### src/logic/cdd_map.svh
// register layout, reset values and timing counts of the command decoder
`ifndef CDD_MAP_SVH
`define CDD_MAP_SVH
`define CDD_CLK_HZ 25000000
`define CDD_CLEAR_NS 6200000
`define CDD_CLEAR_CYC ((`CDD_CLEAR_NS / 40))
`define CDD_INSTR_CYC 10
`define CDD_DATA_CYC 10
`define CDD_TEXT_DEPTH 128
`define CDD_GLYPH_DEPTH 64
`define CDD_BLANK 8'h20
`define CDD_FSET_RST 5'h10
`define CDD_OFF_CMD 2'h0
`define CDD_OFF_DATA 2'h1
`endif

### src/logic/cdd_pkg.sv
// types shared by the command decoder files
`default_nettype none
package cdd_pkg;
	typedef struct packed {
		logic [7:0] data;
		logic is_data;
	} cdd_word_t;
	typedef enum logic [1:0] {
		CDD_IDLE,
		CDD_WAIT,
		CDD_CLEAR
	} cdd_state_t;
	typedef struct packed {
		logic disp_on;
		logic cursor_on;
		logic blink_on;
	} cdd_disp_t;
endpackage : cdd_pkg
`default_nettype wire

### src/logic/cdd_decoder.sv
// instruction decoder and memories of the character display controller
`include "cdd_map.svh"
`default_nettype none
module cdd_decoder
	import cdd_pkg::*;
(
	input wire logic mclk, // 25 MHz clock
	input wire logic rst, // async reset
	input wire logic cmd_data_select, // 1 = data, 0 = instruction
	input wire logic [7:0] wdata, // host write byte
	input wire logic wr_stb, // write strobe (transfer_direction low)
	input wire logic rd_stb, // read strobe (transfer_direction high)
	output logic [7:0] rdata, // read answer, two cycles after rd_stb
	output logic rvalid, // read answer valid
	input wire logic rready, // receiver accepts answer
	output logic busy_indicator, // internal operation running
	output logic [6:0] location_pointer, // address counter
	output logic [6:0] disp_shift, // display shift amount
	output logic [2:0] disp_ctl, // on, cursor, blink
	output logic [4:0] func_cfg, // width, lines, font, table
	output logic graphic_mode, // graphic mode
	output logic power_on // internal supply on
);
	// ---------------------------------------------------------------
	// state
	// ---------------------------------------------------------------
	localparam int CLR_CYC = `CDD_CLEAR_CYC;
	logic [7:0] text_buffer_memory [`CDD_TEXT_DEPTH];
	logic [7:0] glyph_memory [`CDD_GLYPH_DEPTH];
	cdd_state_t st_r, st_nxt;
	logic [17:0] cnt_r, cnt_nxt;
	logic [6:0] ptr_r;
	logic glyph_sel_r;
	logic step_up_r;
	logic shift_en_r;
	cdd_disp_t disp_r;
	logic [4:0] fset_r;
	logic gfx_r;
	logic pwr_r;
	logic [6:0] shift_r;
	logic busy_r;
	logic [6:0] clr_idx_r;
	logic step_pend_r;

	function automatic logic [6:0] step(input logic [6:0] p, input logic up);
		step = up ? p + 7'h01 : p - 7'h01;
	endfunction : step

	// ---------------------------------------------------------------
	// decode
	// ---------------------------------------------------------------
	wire idle = (st_r == CDD_IDLE);
	wire iw = wr_stb && !cmd_data_select && idle;
	wire dw = wr_stb && cmd_data_select && idle;
	wire sr = rd_stb && !cmd_data_select;
	wire skid_rdy;
	wire dr = rd_stb && cmd_data_select && idle && skid_rdy;
	wire i_clr = iw && (wdata == 8'h01);
	wire i_home = iw && (wdata[7:1] == 7'h01);
	wire i_entry = iw && (wdata[7:2] == 6'h01);
	wire i_disp = iw && (wdata[7:3] == 5'h01);
	wire i_shift = iw && (wdata[7:4] == 4'h1) && (wdata[1:0] == 2'h0);
	wire i_mode = iw && (wdata[7:4] == 4'h1) && (wdata[1:0] == 2'h3);
	wire i_fset = iw && (wdata[7:5] == 3'h1);
	wire i_cga = iw && (wdata[7:6] == 2'h1);
	wire i_dda = iw && wdata[7];
	wire [7:0] mem_rd = glyph_sel_r ? glyph_memory[ptr_r[5:0]]
		: text_buffer_memory[ptr_r];
	wire [7:0] stat_byte = {busy_r, ptr_r};
	cdd_word_t ans;
	assign ans.data = sr ? stat_byte : mem_rd;
	assign ans.is_data = !sr;

	// ---------------------------------------------------------------
	// sequencer
	// ---------------------------------------------------------------
	always_comb begin
		st_nxt = st_r;
		cnt_nxt = cnt_r;
		case (st_r)
			CDD_IDLE: begin
				if (i_clr) begin
					st_nxt = CDD_CLEAR;
					cnt_nxt = 18'(CLR_CYC - 1);
				end else if (iw) begin
					st_nxt = CDD_WAIT;
					cnt_nxt = 18'(`CDD_INSTR_CYC - 1);
				end else if (dw || dr) begin
					st_nxt = CDD_WAIT;
					cnt_nxt = 18'(`CDD_DATA_CYC - 1);
				end
			end
			CDD_WAIT, CDD_CLEAR: begin
				if (cnt_r == 18'h0)
					st_nxt = CDD_IDLE;
				else
					cnt_nxt = cnt_r - 18'h1;
			end
			default: st_nxt = CDD_IDLE;
		endcase
	end

	always_ff @(posedge mclk or posedge rst) begin
		if (rst) begin
			st_r <= CDD_IDLE;
			cnt_r <= 18'h0;
			busy_r <= 1'b0;
		end else begin
			st_r <= st_nxt;
			cnt_r <= cnt_nxt;
			busy_r <= (st_nxt != CDD_IDLE);
		end
	end

	// ---------------------------------------------------------------
	// clear sweep over text memory
	// ---------------------------------------------------------------
	always_ff @(posedge mclk or posedge rst) begin
		if (rst)
			clr_idx_r <= 7'h00;
		else if (i_clr)
			clr_idx_r <= 7'h00;
		else if (st_r == CDD_CLEAR && clr_idx_r != 7'h7F)
			clr_idx_r <= clr_idx_r + 7'h01;
	end

	always_ff @(posedge mclk) begin
		if (st_r == CDD_CLEAR)
			text_buffer_memory[clr_idx_r] <= `CDD_BLANK;
		else if (dw && !glyph_sel_r)
			text_buffer_memory[ptr_r] <= wdata;
		if (dw && glyph_sel_r)
			glyph_memory[ptr_r[5:0]] <= wdata;
	end

	// ---------------------------------------------------------------
	// pointer and settings
	// ---------------------------------------------------------------
	always_ff @(posedge mclk or posedge rst) begin
		if (rst) begin
			ptr_r <= 7'h00;
			glyph_sel_r <= 1'b0;
			step_pend_r <= 1'b0;
			shift_r <= 7'h00;
		end else begin
			if (i_clr || i_home) begin
				ptr_r <= 7'h00;
				glyph_sel_r <= 1'b0;
				shift_r <= 7'h00;
			end else if (i_cga) begin
				ptr_r <= {1'b0, wdata[5:0]};
				glyph_sel_r <= 1'b1;
			end else if (i_dda) begin
				ptr_r <= wdata[6:0];
				glyph_sel_r <= 1'b0;
			end else if (i_shift) begin
				if (wdata[3])
					shift_r <= step(shift_r, wdata[2]);
				else
					ptr_r <= step(ptr_r, wdata[2]);
			end
			if (dw || dr)
				step_pend_r <= 1'b1;
			else if (step_pend_r && st_nxt == CDD_IDLE) begin
				step_pend_r <= 1'b0;
				ptr_r <= glyph_sel_r ? {1'b0, 6'(step(ptr_r, step_up_r))}
					: step(ptr_r, step_up_r);
				if (shift_en_r)
					shift_r <= step(shift_r, step_up_r);
			end
		end
	end

	always_ff @(posedge mclk or posedge rst) begin
		if (rst) begin
			step_up_r <= 1'b1;
			shift_en_r <= 1'b0;
			disp_r <= '0;
			fset_r <= `CDD_FSET_RST;
			gfx_r <= 1'b0;
			pwr_r <= 1'b0;
		end else begin
			if (i_entry) begin
				step_up_r <= wdata[1];
				shift_en_r <= wdata[0];
			end
			if (i_disp)
				disp_r <= wdata[2:0];
			if (i_mode) begin
				gfx_r <= wdata[3];
				pwr_r <= wdata[2];
			end
			if (i_fset)
				fset_r <= wdata[4:0];
		end
	end

	// ---------------------------------------------------------------
	// read answers through the buffer
	// ---------------------------------------------------------------
	cdd_word_t out_w;
	wire out_v;
	cdd_skid u_skid (
		.mclk(mclk),
		.rst(rst),
		.in_valid(sr || dr),
		.in_ready(skid_rdy),
		.in_word(ans),
		.out_valid(out_v),
		.out_ready(rready || !rvalid),
		.out_word(out_w)
	);

	always_ff @(posedge mclk or posedge rst) begin
		if (rst) begin
			rdata <= 8'h00;
			rvalid <= 1'b0;
			busy_indicator <= 1'b0;
			location_pointer <= 7'h00;
			disp_shift <= 7'h00;
			disp_ctl <= 3'h0;
			func_cfg <= `CDD_FSET_RST;
			graphic_mode <= 1'b0;
			power_on <= 1'b0;
		end else begin
			if (rready || !rvalid) begin
				rvalid <= out_v;
				rdata <= out_w.data;
			end
			busy_indicator <= busy_r;
			location_pointer <= ptr_r;
			disp_shift <= shift_r;
			disp_ctl <= disp_r;
			func_cfg <= fset_r;
			graphic_mode <= gfx_r;
			power_on <= pwr_r;
		end
	end
endmodule : cdd_decoder
`default_nettype wire

### src/logic/cdd_skid.sv
// two-entry buffer for read answers
`default_nettype none
module cdd_skid
	import cdd_pkg::*;
(
	input wire logic mclk, // clock
	input wire logic rst, // async reset
	input wire logic in_valid, // word offered
	output logic in_ready, // room for a word
	input wire cdd_word_t in_word, // word in
	output logic out_valid, // word held
	input wire logic out_ready, // drain
	output cdd_word_t out_word // word out
);
	cdd_word_t mem_r [2];
	logic wp_r;
	logic rp_r;
	logic [1:0] cnt_r;
	wire push = in_valid && in_ready;
	wire pop = out_valid && out_ready;
	assign in_ready = (cnt_r != 2'h2);
	assign out_valid = (cnt_r != 2'h0);
	assign out_word = mem_r[rp_r];
	always_ff @(posedge mclk or posedge rst) begin
		if (rst) begin
			wp_r <= 1'b0;
			rp_r <= 1'b0;
			cnt_r <= 2'h0;
			mem_r[0] <= '0;
			mem_r[1] <= '0;
		end else begin
			if (push) begin
				mem_r[wp_r] <= in_word;
				wp_r <= ~wp_r;
			end
			if (pop)
				rp_r <= ~rp_r;
			cnt_r <= cnt_r + {1'b0, push} - {1'b0, pop};
		end
	end
endmodule : cdd_skid
`default_nettype wire

### config.mk
export PLATFORM = sky130hd
export DESIGN_NAME = cdd_decoder
export DESIGN_NICKNAME = d
export VERILOG_FILES = /design/src/logic/cdd_pkg.sv /design/src/logic/cdd_decoder.sv /design/src/logic/cdd_skid.sv
export VERILOG_INCLUDE_DIRS = /design/src /design/src/logic
export SDC_FILE = /design/constraint.sdc
export NUM_CORES = 2
export LEC_CHECK = 0
export ABC_AREA = 1
export BUFFER_PORTS_ARGS = -buffer_cell sky130_fd_sc_hd__buf_2
export CELL_PAD_IN_SITES_DETAIL_PLACEMENT = 0
export CELL_PAD_IN_SITES_GLOBAL_PLACEMENT = 1
export CORE_MARGIN = 5
export CORE_UTILIZATION = 50
export CTS_CLUSTER_DIAMETER = 50
export DETAILED_ROUTE_END_ITERATION = 10
export PLACE_DENSITY_LB_ADDON = 0.3
export SKIP_LAST_GASP = 1
export SYNTH_ARGS = -nofsm -noshare
export SYNTH_HDL_FRONTEND = slang
export SYNTH_SLANG_ARGS = --single-unit
### constraint.sdc
create_clock -name mclk -period 11.1 [get_ports mclk]
set_clock_uncertainty 0.1 [all_clocks]
set_input_delay 1.665 -clock mclk [delete_from_list [all_inputs] [get_ports mclk]]
set_output_delay 1.665 -clock mclk [all_outputs]
set_load 0.005 [all_outputs]
Yosys cells after proc, flatten, opt, wreduce, memory -nomap -nowiden
Memories as Yosys holds them, arrays and structs flattened.
Cells that the tools add are included.
Storage, ports and cells
  flip-flop bits (word level): 112
  logic and storage cells: 164
  memories: 2
  bits in writable memories: 1536
Cells by class
  equality and inequality tests: 14
  add/subtract/negate cells: 8
  muxes and demuxes: 55
  order comparisons: 3
  bitwise logic cells: 4
  reduce and logical (&&, ||, !) cells: 46
Memories
  text_buffer_memory: depth 128, bits a word 8, read ports 1, clocked after memory_dff 0, write ports 1, RTL line cdd_decoder.sv:28  | logic [7:0] text_buffer_memory [`CDD_TEXT_DEPTH];
  glyph_memory: depth 64, bits a word 8, read ports 1, clocked after memory_dff 0, write ports 1, RTL line cdd_decoder.sv:29  | logic [7:0] glyph_memory [`CDD_GLYPH_DEPTH];
Operators by type and width (number)
  2-to-1 mux 7 bit: 23
  2-to-1 mux 18 bit: 4
  2-to-1 mux 9 bit: 4
  case mux 18 bit (2 select lines): 1
  logical AND 1 bit: 25
  2-to-1 mux 8 bit: 3
  adder 7 x 1 -> 7 bit (second input constant): 3
  bitwise mux 18 bit: 1
  zero test 18 bit: 1
  subtractor 18 x 1 -> 18 bit (second input constant): 1
  subtractor 7 x 1 -> 7 bit (second input constant): 2
  2-to-1 mux 1 bit: 13
  nonzero test 2 bit: 5
  demux 9 bit (select 1 bit): 1
  == test 8 x 1 -> 1 bit (second input constant): 1
  2-to-1 mux 2 bit: 4
  OR reduction 8 bit: 1
  == test 7 x 1 -> 1 bit (second input constant): 1
  inequality test 7 bit (second input constant): 1
  == test 6 x 1 -> 1 bit (second input constant): 1
  zero test 2 bit: 3
  == test 5 x 1 -> 1 bit (second input constant): 1
  == test 2 x 1 -> 1 bit (second input constant): 2
  == test 2 bit (second input constant): 2
  16 further kinds: 26

Logic depth before layout (Yosys ltp)
  word-level depth: 12
  depth in mapped cells: 19
  depth with buffers taken out: 17

Hierarchy
From an unflattened synthesis, not the netlist that was laid out.
Unflattened totals
  cell total of the unflattened synthesis: 7107
  area, all modules: 70781.6 um^2
Modules (own cells, without submodules)
  cdd_decoder: cells each 6969, instances 1, area each 69683.1 um^2
  cdd_skid: cells each 138, instances 1, area each 1098.6 um^2

Least setup slack after synthesis
OpenSTA, ideal clock, no wires.
  path type: input port to flip-flop
  start point: input port wr_stb
  end point: memory text_buffer_memory[0][0] (data pin)
  setup slack: 4.921 ns
  buffers on the path: 2
  library setup time: 0.800 ns
  cell stages on the path: 6
  arrival time: 5.279 ns
  cell sequence: nand3_2 > nor3_2 > inv_2 > buf_6 > buf_6 > nor2_1
Between the ends
  cells in the longest elaborated chain, start to end: 8
RTL lines
  start: declaration: RTL line cdd_decoder.sv:11  | input wire logic wr_stb,
  logical AND 1 bit (2 in series): RTL line cdd_decoder.sv:54  | wire dw = wr_stb && cmd_data_select && idle;
  logical AND 1 bit: RTL line cdd_decoder.sv:130  | else if (dw && !glyph_sel_r)
  2-to-1 mux 1 bit: RTL line cdd_decoder.sv:130
  2-to-1 mux 1 bit: RTL line cdd_decoder.sv:128  | if (st_r == CDD_CLEAR)
  2-to-1 mux 1 bit (not written as such): RTL line cdd_decoder.sv:131  | text_buffer_memory[ptr_r] <= wdata;
  OR reduction 8 bit (no source line)
  2-to-1 mux 8 bit (no source line)
  end: declaration: RTL line cdd_decoder.sv:28
No other way between the ends.

Worst setup path after layout
  start point: register ptr_r[1]
  end point: memory glyph_memory[32][4] (enable)
RTL lines
  start: declaration: RTL line cdd_decoder.sv:32  | logic [6:0] ptr_r;
  start signal: assignment: RTL line cdd_decoder.sv:151  | ptr_r <= {1'b0, wdata[5:0]};
  start signal: assignment: RTL line cdd_decoder.sv:154  | ptr_r <= wdata[6:0];
  start signal: assignment: RTL line cdd_decoder.sv:160  | ptr_r <= step(ptr_r, wdata[2]);
  end: declaration: RTL line cdd_decoder.sv:29
Straight into the memory's write port.

==> metrics.md <==
| Metric | Value |
|---|---|
| Pwr/cell area | `244 mW/mm^2` |
| Hold Path Class | `register to register` |
| Largest net degree at the start of global routing | `206` |
| Final HPWL DP | `approximately 110000 um` |
| Cell Area, Synth | `0.0695 mm^2` |
| Met3 Usage GRT | `0.0347` |
| Maximum VDD drop | `0.000196 V` |
| Max-cap viol count | `0` |
| Post-synthesis sequential area ratio | `0.703` |
| Top post-synthesis cells by area | `edfxtp_1 66%, nand2_1 11%, nor2_1 3.9%` |
| Top-count cell post-synth | `nand2_1` |
| Fillers | `11590` |
| CTS tree | `yes` |
| Post-CTS setup buffer count | `0` |
| Residual DRC | `0` |
| Die area | `0.147 mm^2` |
| Final setup viols | `0` |
| TritonCTS Sinks | `1646` |
| Core Region | `approximately 0.14 mm^2` |
| #FFs+latches synth | `between 1500 and 2000` |
| Nets | `6300` |
| Clk slew on worst S/H paths | `0.06 ns` |
| Yosys Warn Count | `0` |
| Die height | `about 380 um` |
| Slew @ Worst Pin | `1.31 ns` |
| Hold slack | `~0.27 ns` |
| Later-pin clock latency in the skew report | `0.81 ns` |
| PostCTS Resize Cnt | `0` |
| M1 GR Usage | `0.362` |
| Final Max Slew Viols | `0` |
| Leakage | `29.5 nW` |
| Endpoints failing hold | `0` |
| Root buffer cell | `clkbuf_16` |
| Global route hottest layer | `met2` |
| Max Buffers Root-to-Sink | `3` |
| Detailed Routing Iterations Pass 1 | `6` |
| Drt via density | `between 5 and 6` |
| Unrepaired setup endpoints after global routing | `false` |
| FFs w/ async S/R, synth | `0.0668` |
| Most frequent cells after synthesis | `1952 x nand2_1, 1536 x edfxtp_1, 726 x nor2_1` |
| Yosys top cell by area | `edfxtp_1` |
| Starting density of the core | `0.504` |
| Vias in the first global route | `around 43000` |
| Post-synth EDFFs | `1536` |
| Io pins | `48` |
| Grt ovf | `0` |
| Headroom to the max-slew limit | `0.119` |
| Routability congestion estimate | `0.857` |
| Final ANT Viol Nets | `0` |
| Site Rows | `136` |
| Port-buffer cells | `between 40 and 50` |
| Status | `complete, no violations` |
| GR Util met2 | `0.400` |
| Gate Count Post-Synth | `between 6000 and 7000` |
| Initial antenna violation count | `1` |
| Critical path launch point type | `register` |
| P&R area growth vs syn | `10.1%` |
| Fin crit share | `0.452` |
| Worst EP arrival | `5.33 ns` |
| Wire length of the first global-routing pass | `277000 um` |
| Post-layout util | `0.555` |
| Peak Freq | `199 MHz` |
| Number of distinct library cells after synthesis | `47` |
| Initial DRC count | `5035` |
| Hold_buf cts | `0` |
| Setup TNS | `0 ns` |
| Htree depth | `4` |
| Crit end category | `register` |
| Mapped Avg Cell Area | `11.0 um^2` |
| Post-route minimum period | `5.02 ns` |
| Syn nets | `6327` |
| Vias | `roughly 45000` |
| Wire length per cell | `22.6 um` |
| Top FF cell, synth | `edfxtp_1` |
| Total CTS buffers | `169` |
| CP Class | `register to register` |
| Worst Path Required | `11.41 ns` |
| Global Route Usage Sum | `0.251` |
| Chip width | `383 um` |
| Layout cells sized above 1 | `0.0844` |
| Share of the synthesized area in the top cell type | `0.663` |
| Largest fanout on the critical path | `65` |
| Total Routed Length | `185000 um` |
layout make-up:
type / count / area [um^2] / area share
Tap cell: 1794 / 2240 / 0.0293
Multi-Input combinational cell: 3938 / 17700 / 0.231
Timing Repair Buffer: 123 / 881 / 0.0115
Inverter: 397 / 1510 / 0.0197
Clock inverter: 103 / 996 / 0.0130
Sequential cell: 1646 / 48900 / 0.639
Antenna cell: 1 / 2.50 / 0.0000327
Clock buffer: 203 / 4380 / 0.0572
flip-flops by register name, indices dropped and copies added, names as in the netlist, 7 cells and up:
signal and cells:
text_buffer_memory 1024, u_skid.mem_r 16, clr_idx_r 7, ptr_r 7, rdata 8, location_pointer 7
cnt_r 18, disp_shift 7, shift_r 7, glyph_memory 512
path summary, 6_finish.rpt:
check / start / endpoint / slack [ns] / cells past startpoint
min reg2reg: fset_r[4] / func_cfg[4] / 0.27 / 0
max: ptr_r[1] / glyph_memory[32][4] / 6.08 / 7
max in group asynchronous: rst / ptr_r[0] / 8.70 / 3
min in group asynchronous: rst / location_pointer[1] / 0.81 / 2
max reg2reg: ptr_r[1] / glyph_memory[32][4] / 6.08 / 7
min: fset_r[4] / func_cfg[4] / 0.27 / 0
routing by layer:
metal | routed length, um | vias up
met4 | 5350 | 0
met1 | 80200 | 22179
met3 | 12800 | 273
met2 | 86700 | 1692
met5 | 0 | -
li1 | - | 21278
cells by family (layout without fill, tap and decap cells):
kind of cell             count (synthesis)  in the layout  share of synthesized area
AND/OR/NAND/NOR                       3172           3172                      0.185
flip-flops                            1646           1646                      0.703
AO/OA/AOI/OAI                          729            729                     0.0621
buffers and inverters                  718            826                     0.0441
XOR/XNOR                                26             26                    0.00328
adder cells (fa/ha/maj)                 11             11                    0.00198
other                                    0              1                          0
report_power, final:
part / switching [mW] / internal, mW / total (mW)
clock network: 2.37 / 3.15 / 5.52
registers: 0.229 / 7.04 / 7.27
logic: 4.37 / 1.52 / 5.89
worst max-delay path: stages, from the launching register on:
cell	delay [ns]
dfrtp_4	0.48
buf_4	0.33
buf_4	0.45
nor2_4	0.22
buf_4	0.57
buf_4	0.76
nand3_1	0.65
nor2_1	0.90
placed cells by master, fill, tap and decap left out, types with 4 or more instances in the layout:
cell	synthesis	layout
a31oi_1	4	4
buf_4	26	70
o21ai_1	56	56
nor4_1	4	4
buf_12	0	6
nand4_1	8	8
ha_1	11	11
clkinvlp_4	0	10
clkinv_1	4	41
edfxtp_1	1536	1536
nor3_1	23	22
nor3_2	6	7
nand3_1	288	288
clkbuf_16	0	170
inv_2	15	13
clkinv_2	0	24
nor2_1	726	717
o21ai_4	4	4
inv_1	376	375
or2_2	96	96
inv_6	0	8
or2_0	10	10
o211ai_1	227	227
nor2_2	6	7
xnor2_1	8	8
clkinv_8	0	6
nor2_4	7	15
dfrtp_1	107	104
nand2_1	1952	1947
xor2_1	18	18
o22ai_1	7	7
or2_1	24	24
buf_2	181	47
clkbuf_1	87	33
bufinv_16	0	14
nand2_2	13	16
a21oi_1	57	57
o21ai_0	361	361
per-stage QoR:
| step | setup slack [ns] | power, mW | cell area [um^2] | std cells |
|---|---|---|---|---|
| final | 6.08 | 18.7 | 76600 | 8205 |
| after detailed placement | 5.76 | 13.2 | 71200 | 7898 |
| after global routing | 5.85 | 19.7 | 76600 | 8204 |
| after floorplan | 4.92 | 11.3 | 69500 | 6302 |
| after CTS | 6.13 | 18.7 | 76600 | 8204 |
| after global placement | 5.81 | 13.2 | 71200 | 7898 |
Power figures use the tool's default switching activity.
